[src/iwu_defines.vh]
// Register map, field codes and timing constants of the interrupt and watchdog unit
`ifndef IWU_DEFINES_VH
`define IWU_DEFINES_VH

// ----------------------------------------------------------------
// Register byte addresses
// ----------------------------------------------------------------
`define IWU_MF_CFG_BASE      16'h0200
`define IWU_MF_CFG_LAST      16'h0207
`define IWU_PIN_MODE_ADDR    16'h0208
`define IWU_MASK_BASE        16'h0209
`define IWU_MASK_LAST        16'h0210
`define IWU_WDOG_LO_ADDR     16'h0211
`define IWU_WDOG_HI_ADDR     16'h0212
`define IWU_RESET_FN_ADDR    16'h0a03
`define IWU_CLEAR_BASE       16'h0a04
`define IWU_CLEAR_LAST       16'h0a0b
`define IWU_PENDING_BASE     16'h0d02
`define IWU_PENDING_LAST     16'h0d09

// ----------------------------------------------------------------
// Field positions and codes
// ----------------------------------------------------------------
`define IWU_RST_WDOG_BIT     0
`define IWU_RST_IRQ_BIT      1
`define IWU_MF_DIR_BIT       7
`define IWU_MF_FN_WDOG_RST   7'h03
`define IWU_MF_FN_IRQ_RST    7'h04
`define IWU_MODE_OD_LOW      2'h0
`define IWU_MODE_OD_HIGH     2'h1
`define IWU_MODE_PP_HIGH     2'h2
`define IWU_MODE_PP_LOW      2'h3

// ----------------------------------------------------------------
// Reset values
// ----------------------------------------------------------------
`define IWU_PIN_MODE_RST     8'h00
`define IWU_MASK_RST         64'h0000_0000_0000_0000
`define IWU_WDOG_RST         16'h0000
`define IWU_MF_CFG_RST       8'h00

// ----------------------------------------------------------------
// Timing
// ----------------------------------------------------------------
`define IWU_CLK_PERIOD_NS    10
`define IWU_WDOG_UNIT_NS     1000000
`define IWU_MS_CYCLES        (`IWU_WDOG_UNIT_NS / `IWU_CLK_PERIOD_NS)
`define IWU_WDOG_PULSE_CYC   32

`endif

[src/iwu_irq_watchdog.v]
// Interrupt monitor, mask, clear, pin driver and millisecond watchdog
`timescale 1ns/1ps
`default_nettype none
`include "iwu_defines.vh"

module iwu_irq_watchdog #(
   parameter integer NUM_SRC      = 64,
   parameter integer NUM_MF       = 8,
   parameter integer WDOG_SRC_BIT = 0,
   parameter [6:0]   MF_FN_WDOG_OUT = 7'h01,
   parameter integer MS_CYCLES    = `IWU_MS_CYCLES
) (
   input  wire                clock_in,
   input  wire                reset_in,
   input  wire [15:0]         reg_addr_in,
   input  wire [7:0]          reg_wdata_in,
   input  wire                reg_wr_in,
   input  wire                reg_rd_in,
   output reg  [7:0]          reg_rdata_out,
   input  wire [NUM_SRC-1:0]  irq_src_in,
   input  wire [NUM_MF-1:0]   mf_pins_in,
   output reg  [NUM_MF-1:0]   mf_pins_out,
   output reg  [NUM_MF-1:0]   mf_pins_oe_out,
   output reg                 irq_pin_out,
   output reg                 irq_pin_oe_out,
   output wire                wdog_timeout_out
);

   // ----------------------------------------------------------------
   // Registers
   // ----------------------------------------------------------------
   reg  [7:0]           pin_mode_q;
   reg  [NUM_SRC-1:0]   mask_q;
   reg  [NUM_SRC-1:0]   pending_q;
   reg  [NUM_SRC-1:0]   pending_d;
   reg  [15:0]          wdog_period_q;
   reg  [7:0]           mf_cfg_q [0:NUM_MF-1];
   reg  [31:0]          div_q;
   reg  [15:0]          ms_cnt_q;
   reg  [5:0]           pulse_cnt_q;
   reg                  wdog_tick_q;

   wire                 wr_reset_fn;
   wire                 wr_clear;
   wire [15:0]          clear_off;
   wire [15:0]          mask_off;
   wire [15:0]          pend_off;
   wire [2:0]           clear_byte;
   wire [2:0]           mask_byte;
   wire [2:0]           pend_byte;
   reg  [NUM_SRC-1:0]   clear_vec;
   reg                  pin_wdog_rst;
   reg                  pin_irq_rst;
   reg                  found_wdog;
   reg                  found_irq;
   wire                 clear_all;
   wire                 wdog_restart;
   wire                 wdog_enabled;
   wire                 ms_tick;
   wire                 wdog_timeout;
   wire                 irq_active;
   reg  [NUM_SRC-1:0]   src_vec;
   integer              i;
   integer              j;
   integer              k;

   // Length of the stretched timeout pulse
   localparam [5:0]     PULSE_LEN = `IWU_WDOG_PULSE_CYC;

   assign wr_reset_fn = reg_wr_in && (reg_addr_in == `IWU_RESET_FN_ADDR);
   assign wr_clear    = reg_wr_in && (reg_addr_in >= `IWU_CLEAR_BASE) && (reg_addr_in <= `IWU_CLEAR_LAST);
   // Byte lanes of the 64-bit registers, cut to three bits on purpose
   assign clear_off   = reg_addr_in - `IWU_CLEAR_BASE;
   assign mask_off    = reg_addr_in - `IWU_MASK_BASE;
   assign pend_off    = reg_addr_in - `IWU_PENDING_BASE;
   assign clear_byte  = clear_off[2:0];
   assign mask_byte   = mask_off[2:0];
   assign pend_byte   = pend_off[2:0];

   // ----------------------------------------------------------------
   // Multifunction pin control inputs
   // ----------------------------------------------------------------
   // input decode: MSB low selects input function
   // lowest index: first matching pin takes control
   always @* begin
      pin_wdog_rst = 1'b0;
      pin_irq_rst  = 1'b0;
      found_wdog   = 1'b0;
      found_irq    = 1'b0;
      for (i = 0; i < NUM_MF; i = i + 1) begin
         if (!mf_cfg_q[i][`IWU_MF_DIR_BIT]) begin
            if (!found_wdog && (mf_cfg_q[i][6:0] == `IWU_MF_FN_WDOG_RST)) begin
               found_wdog   = 1'b1;
               pin_wdog_rst = mf_pins_in[i];
            end
            if (!found_irq && (mf_cfg_q[i][6:0] == `IWU_MF_FN_IRQ_RST)) begin
               found_irq   = 1'b1;
               pin_irq_rst = mf_pins_in[i];
            end
         end
      end
   end

   // reset-all: write pulse only, nothing stored
   // pin clear: same path as control bit
   assign clear_all = (wr_reset_fn && reg_wdata_in[`IWU_RST_IRQ_BIT]) || pin_irq_rst;

   assign wdog_restart = (wr_reset_fn && reg_wdata_in[`IWU_RST_WDOG_BIT]) || pin_wdog_rst;

   // ----------------------------------------------------------------
   // Clear vector from the autoclearing clear register
   // ----------------------------------------------------------------
   // per-bit clear, acts only in the write cycle
   always @* begin
      clear_vec = {NUM_SRC{clear_all}};
      if (wr_clear) begin
         clear_vec[clear_byte*8 +: 8] = clear_vec[clear_byte*8 +: 8] | reg_wdata_in;
      end
   end

   // ----------------------------------------------------------------
   // Monitor register update
   // ----------------------------------------------------------------
   // watchdog timeout joins the sources
   always @* begin
      src_vec = irq_src_in;
      src_vec[WDOG_SRC_BIT] = irq_src_in[WDOG_SRC_BIT] | wdog_timeout;
   end

   // sticky set, mask gates only setting, set beats clear
   always @* begin
      pending_d = (pending_q & ~clear_vec) | (src_vec & mask_q);
   end

   always @(posedge clock_in) begin
      if (reset_in) begin
         pending_q <= {NUM_SRC{1'b0}};
      end else begin
         pending_q <= pending_d;
      end
   end

   // ----------------------------------------------------------------
   // Software writable registers
   // ----------------------------------------------------------------
   always @(posedge clock_in) begin
      if (reset_in) begin
         pin_mode_q    <= `IWU_PIN_MODE_RST;
         mask_q        <= `IWU_MASK_RST;
         wdog_period_q <= `IWU_WDOG_RST;
         for (j = 0; j < NUM_MF; j = j + 1) begin
            mf_cfg_q[j] <= `IWU_MF_CFG_RST;
         end
      end else if (reg_wr_in) begin
         if ((reg_addr_in >= `IWU_MF_CFG_BASE) && (reg_addr_in <= `IWU_MF_CFG_LAST)) begin
            mf_cfg_q[reg_addr_in[2:0]] <= reg_wdata_in;
         end else if (reg_addr_in == `IWU_PIN_MODE_ADDR) begin
            pin_mode_q <= reg_wdata_in;
         end else if ((reg_addr_in >= `IWU_MASK_BASE) && (reg_addr_in <= `IWU_MASK_LAST)) begin
            mask_q[mask_byte*8 +: 8] <= reg_wdata_in;
         end else if (reg_addr_in == `IWU_WDOG_LO_ADDR) begin
            wdog_period_q[7:0] <= reg_wdata_in;
         end else if (reg_addr_in == `IWU_WDOG_HI_ADDR) begin
            wdog_period_q[15:8] <= reg_wdata_in;
         end
      end
   end

   // ----------------------------------------------------------------
   // Register read port
   // ----------------------------------------------------------------
   // Clear and reset-function registers read as zero
   always @(posedge clock_in) begin
      if (reset_in) begin
         reg_rdata_out <= 8'h00;
      end else if (reg_rd_in) begin
         if ((reg_addr_in >= `IWU_MF_CFG_BASE) && (reg_addr_in <= `IWU_MF_CFG_LAST)) begin
            reg_rdata_out <= mf_cfg_q[reg_addr_in[2:0]];
         end else if (reg_addr_in == `IWU_PIN_MODE_ADDR) begin
            reg_rdata_out <= pin_mode_q;
         end else if ((reg_addr_in >= `IWU_MASK_BASE) && (reg_addr_in <= `IWU_MASK_LAST)) begin
            reg_rdata_out <= mask_q[mask_byte*8 +: 8];
         end else if (reg_addr_in == `IWU_WDOG_LO_ADDR) begin
            reg_rdata_out <= wdog_period_q[7:0];
         end else if (reg_addr_in == `IWU_WDOG_HI_ADDR) begin
            reg_rdata_out <= wdog_period_q[15:8];
         end else if ((reg_addr_in >= `IWU_PENDING_BASE) && (reg_addr_in <= `IWU_PENDING_LAST)) begin
            reg_rdata_out <= pending_q[pend_byte*8 +: 8];
         end else begin
            reg_rdata_out <= 8'h00;
         end
      end
   end

   // ----------------------------------------------------------------
   // Watchdog
   // ----------------------------------------------------------------
   // zero period disables
   assign wdog_enabled = (wdog_period_q != 16'h0000);
   // exact cycle count, accuracy set by the clock
   assign ms_tick      = (div_q == MS_CYCLES - 1);
   assign wdog_timeout = wdog_enabled && ms_tick && !wdog_restart && (ms_cnt_q == wdog_period_q - 16'h0001);

   // continuous count, restart after each timeout
   always @(posedge clock_in) begin
      if (reset_in || !wdog_enabled || wdog_restart) begin
         div_q    <= 32'h0000_0000;
         ms_cnt_q <= 16'h0000;
      end else if (ms_tick) begin
         div_q    <= 32'h0000_0000;
         if (wdog_timeout) begin
            ms_cnt_q <= 16'h0000;
         end else begin
            ms_cnt_q <= ms_cnt_q + 16'h0001;
         end
      end else begin
         div_q <= div_q + 32'h0000_0001;
      end
   end

   always @(posedge clock_in) begin
      if (reset_in) begin
         pulse_cnt_q <= 6'h00;
         wdog_tick_q <= 1'b0;
      end else begin
         wdog_tick_q <= wdog_timeout;
         if (wdog_timeout) begin
            pulse_cnt_q <= PULSE_LEN;
         end else if (pulse_cnt_q != 6'h00) begin
            pulse_cnt_q <= pulse_cnt_q - 6'h01;
         end
      end
   end

   assign wdog_timeout_out = wdog_tick_q;

   // Multifunction outputs: watchdog pulse on output pins set to MF_FN_WDOG_OUT
   always @(posedge clock_in) begin
      if (reset_in) begin
         mf_pins_out    <= {NUM_MF{1'b0}};
         mf_pins_oe_out <= {NUM_MF{1'b0}};
      end else begin
         for (k = 0; k < NUM_MF; k = k + 1) begin
            mf_pins_oe_out[k] <= mf_cfg_q[k][`IWU_MF_DIR_BIT];
            mf_pins_out[k]    <= mf_cfg_q[k][`IWU_MF_DIR_BIT] &&
                                 (mf_cfg_q[k][6:0] == MF_FN_WDOG_OUT) && (pulse_cnt_q != 6'h00);
         end
      end
   end

   // ----------------------------------------------------------------
   // Interrupt pin driver
   // ----------------------------------------------------------------
   // OR of all pending bits, held until all cleared
   assign irq_active = |pending_q;

   always @(posedge clock_in) begin
      if (reset_in) begin
         irq_pin_out    <= 1'b0;
         irq_pin_oe_out <= 1'b0;
      end else begin
         case (pin_mode_q[1:0])
            // open drain, float or pull low
            `IWU_MODE_OD_LOW: begin
               irq_pin_out    <= 1'b0;
               irq_pin_oe_out <= irq_active;
            end
            `IWU_MODE_OD_HIGH: begin
               irq_pin_out    <= 1'b1;
               irq_pin_oe_out <= irq_active;
            end
            `IWU_MODE_PP_HIGH: begin
               irq_pin_out    <= irq_active;
               irq_pin_oe_out <= 1'b1;
            end
            default: begin
               irq_pin_out    <= ~irq_active;
               irq_pin_oe_out <= 1'b1;
            end
         endcase
      end
   end

endmodule // iwu_irq_watchdog
`default_nettype wire

[config.mk]
export PLATFORM = sky130hd
export DESIGN_NAME = iwu_irq_watchdog
export DESIGN_NICKNAME = d
export VERILOG_FILES = /design/src/iwu_irq_watchdog.v
export VERILOG_INCLUDE_DIRS = /design/src
export SDC_FILE = /design/constraint.sdc
export NUM_CORES = 1
export LEC_CHECK = 0
export ABC_AREA = 1
export BUFFER_PORTS_ARGS = -buffer_cell sky130_fd_sc_hd__buf_4
export CORE_AREA = 2 2 224 248
export DETAILED_ROUTE_END_ITERATION = 16
export DIE_AREA = 0 0 226 250
export PLACE_DENSITY_LB_ADDON = 0.12
export SYNTH_ARGS = -nofsm -noshare
export SYNTH_HDL_FRONTEND = slang
export SYNTH_SLANG_ARGS = --single-unit
[constraint.sdc]
create_clock -name clock_in -period 8.6 [get_ports clock_in]
set_input_delay 2.58 -clock clock_in [delete_from_list [all_inputs] [get_ports clock_in]]
set_output_delay 2.58 -clock clock_in [all_outputs]
set_load 0.01 [all_outputs]
==> metrics.log <==
[metrics] largest stage delay on the critical path: 0.58 ns
[metrics] mean instance size in the synthesized netlist: 7.341 um2
[metrics] peak supply drop: 0.00009940 V
[metrics] number of standard cells after synthesis: 2186
[metrics] number of warnings printed during yosys synthesis: 0
[metrics] count of routing violations after the opening detailed-route iteration: 1150
[metrics] Pwr Density: 178.4 mW/mm2
[metrics] vias after detailed routing: 15450
[metrics] number of gates resized after CTS: 0
[metrics] kind of start point of the critical path: input pin
[metrics] fraction of the mapped netlist area in compound gates: 18.85%
[metrics] Min-Delay Path Class: reg2reg
[metrics] Clk pin slew, worst setup/hold paths: 0.06 ns
[metrics] total of buffers placed on input and output ports: 126
[metrics] number of distinct library cell variants in the gate-level netlist after synthesis: 66
[metrics] filler-free cell count of the finished design: 3026
[metrics] library cell used as clock root buffer: clkbuf_16
[metrics] worst-path cell with the longest stage delay: ha_1
[metrics] Clk network pwr share: 46.1%
[metrics] share of power burned in combinational logic: 9.8%
[metrics] Placement Rows: 90
[metrics] share of flip-flops with an asynchronous set or reset: 0%
[metrics] max-cap viol count: 0
[metrics] total power: 3.334 mW
[metrics] dominant cell by count in the synthesized netlist: nand2_1
[metrics] P_int: 2.457 mW
[metrics] share of Yosys cell area claimed by the top area cell type: 29.07%
[metrics] largest net degree at the start of global routing: 84
[metrics] post-synthesis to final-layout area growth: 16.47%
[metrics] total half-perimeter wirelength after legalization and detailed placement: 49320 um
[metrics] number of synthesized flops with an enable pin: 64
[metrics] most numerous cell types in the synthesized netlist: 364 x nand2_1, 293 x nor2_1, 236 x inv_1, 233 x dfxtp_1, 216 x a21oi_1
[metrics] floorplan die width: 226 um
[metrics] wire per inst: 21.34 um
[metrics] share of synthesized cell area in and, or, nand and nor gates: 27.51%
[metrics] total die area: 0.05650 mm2
[metrics] number of flip-flops and latches in the synthesized netlist: 297
[metrics] data required time at the worst endpoint: 9.05 ns
[metrics] run status: finished clean
[metrics] post-synthesis share of cell area spent on xor and xnor gates: 2.433%
[metrics] number of antenna diodes: 0
[metrics] mux cell area share after synthesis: 0%
[metrics] proportion of power drawn by flip-flops and latches: 44.1%
[metrics] Die Y-Extent: 250 um
[metrics] final hold violation count: 0
[metrics] main combinational cell family by area after synthesis: simple AND/OR/NAND/NOR gates
[metrics] Antenna Nets Post-Route: 0
[metrics] ys flop type: dfxtp_1
[metrics] total setup buffers inserted after CTS: 0
[metrics] critical path cell sequence: buf_4 -> inv_1 -> ha_1 -> ha_1 -> inv_1 -> ha_1 -> inv_1 -> nor2_1 -> nand3_2 -> clkinv_2 -> a21oi_1 -> o21a_1
[metrics] number of sinks handled by clock tree synthesis: 297
[metrics] deepest clock path buffer count: 3
[metrics] grt total ovfl: 0
[metrics] post-synthesis cell type with the largest combined area: dfxtp_1
[metrics] hold-fix buffer count after cts: 0
[metrics] final setup vio count: 0
[metrics] remaining routing DRC violations: 0
[metrics] Crit. End Element: flop
[metrics] Post-Route WL: 64570 um
[metrics] TritonCTS clock tree: built
[metrics] Setup Skew: 0.02322 ns
[metrics] most area-consuming cells after synthesis: dfxtp_1 29%, edfxtp_1 12%, nand2_1 8.5%, nor2_1 6.9%, a21oi_1 6.7%
[metrics] worst slew pin tran: 1.252 ns
[metrics] final std cell area, no fill: 0.01869 mm2
[metrics] via count of the first global-routing pass: 14750
[metrics] area of the core region: 0.05416 mm2
[metrics] max-slew headroom at the worst pin: 15.20%
[metrics] crit path kind: in2reg
[metrics] share of layout cells above drive strength 1: 12.71%
[metrics] Slew Viols, Final: 0
[metrics] number of antenna violations at the first check in global routing: 1
[metrics] # IOs: 127
[metrics] dpl cell area: 0.01752 mm2
[metrics] syn nets: 2302
[metrics] Global Route Usage Sum: 22.57%
[metrics] arrival time worst endpoint: 6.00 ns
[metrics] leakage power: 7.067 nW
[metrics] setup total negative slack: 0 ns
[metrics] depth of the CTS H-tree: 2
[metrics] first-pass iteration count of the detailed router: 5
[metrics] Switching Fraction: 26.30%
[metrics] sequential share of the synthesized area: 41.04%
[metrics] post-detailed-route via-to-cell ratio: 5.107
[metrics] cell area after technology mapping: 0.01605 mm2
[metrics] switching power: 0.8771 mW
[metrics] Adder-Cell Fraction of Synth Area: 1.247%
[metrics] final clock period utilization by the worst path: 64.57%
[metrics] unrepaired setup endpoints after global routing: false
[metrics] number of placed instances with taps included: 2960
[metrics] total clock buffers created by CTS: 38
[metrics] number of nets in the layout: 2380
[metrics] reg2reg setup slack: 5.21 ns
[metrics] RD Place Congestion: 0.9436
[metrics] later-pin clock latency in the skew report: 0.56 ns
[metrics] initial core utilization: 29.63%
[metrics] Peak Freq: 0.1801 GHz
[metrics] Final min period: 5.553 ns
[metrics] CP max FO: 48
[metrics] first-pass GRT wire length: 94610 um
## worst max-delay path, delay by kind of cell
family / cells / cell delay (ns)
adder cells (fa/ha/maj): 3 / 1.29
AND/OR/NAND/NOR: 2 / 0.51
AO/OA/AOI/OAI: 2 / 0.24
buffers and inverters: 5 / 1.32
## power by group through the flow
stage	registers, mW	clock network (mW)	logic [mW]
floorplan	1.49	0	0.181
global placement	1.50	0	0.327
detailed placement	1.50	0	0.326
CTS	1.47	1.58	0.327
global route	1.47	1.62	0.354
finish	1.47	1.54	0.327
## cell families after synthesis
family                   Yosys count
adder cells (fa/ha/maj)           16
flip-flops                       297
AND/OR/NAND/NOR                  968
AO/OA/AOI/OAI                    512
buffers and inverters            350
XOR/XNOR                          43
## registers in the layout, summed over array words and instances (netlist names), 6 cells and up
name            count
pin_mode_q          8
pending_q          64
mf_pins_oe_out      8
reg_rdata_out       8
mask_q             64
wdog_period_q      16
mf_pins_out         8
mf_cfg_q           64
div_q              32
ms_cnt_q           16
pulse_cnt_q         6
## final cells by class
class                   instances  area, um2
fillers                      5765      35470
clock inverters                10      76.32
multi-input cells            1539       8030
clock buffers                  56       1100
flip-flops and latches        297       6586
well taps                     736      920.9
repair buffers                135       1013
inverters                     253      964.7
## final timing paths
check | depth (start not counted) | startpoint | to
worst min register to register | 1 | div_q[0] | div_q[0]
worst min-delay path | 1 | div_q[0] | div_q[0]
worst max-delay path | 12 | reg_addr_in[1] | mask_q[8]
worst max register to register | 11 | mf_cfg_q[7][6] | pending_q[54]
## metal layers
metal	track usage (%)	part of all wire [%]	wire, um
met1	29.31	44	28170
met2	37.23	46	30000
met3	3.438	5.6	3599
met4	9.196	4.3	2808
met5	0	0	0
## placed cells by master, fill, tap and decap left out, types with 41 or more instances in the layout
cell and instances:
o21ai_0 153, nand2_1 364, edfxtp_1 64, nand4_1 41, buf_4 135, nand3_1 114
nor2_1 293, a21oi_1 216, dfxtp_1 233, nor3_1 50, inv_1 235
## metrics by stage
| step | hold slack [ns] | worst slack [ns] | utilization [%] |
|---|---|---|---|
| after global placement | 0.4316 | 2.756 | 32.34 |
| after global routing | 0.4770 | 2.938 | 34.51 |
| final | 0.4469 | 3.047 | 34.51 |
| after floorplan | 0.4175 | 3.016 | - |
| after CTS | 0.4496 | 3.204 | 34.51 |
| after detailed placement | 0.4421 | 2.610 | 32.34 |
Note: power is estimated with default switching activity, not from simulation.
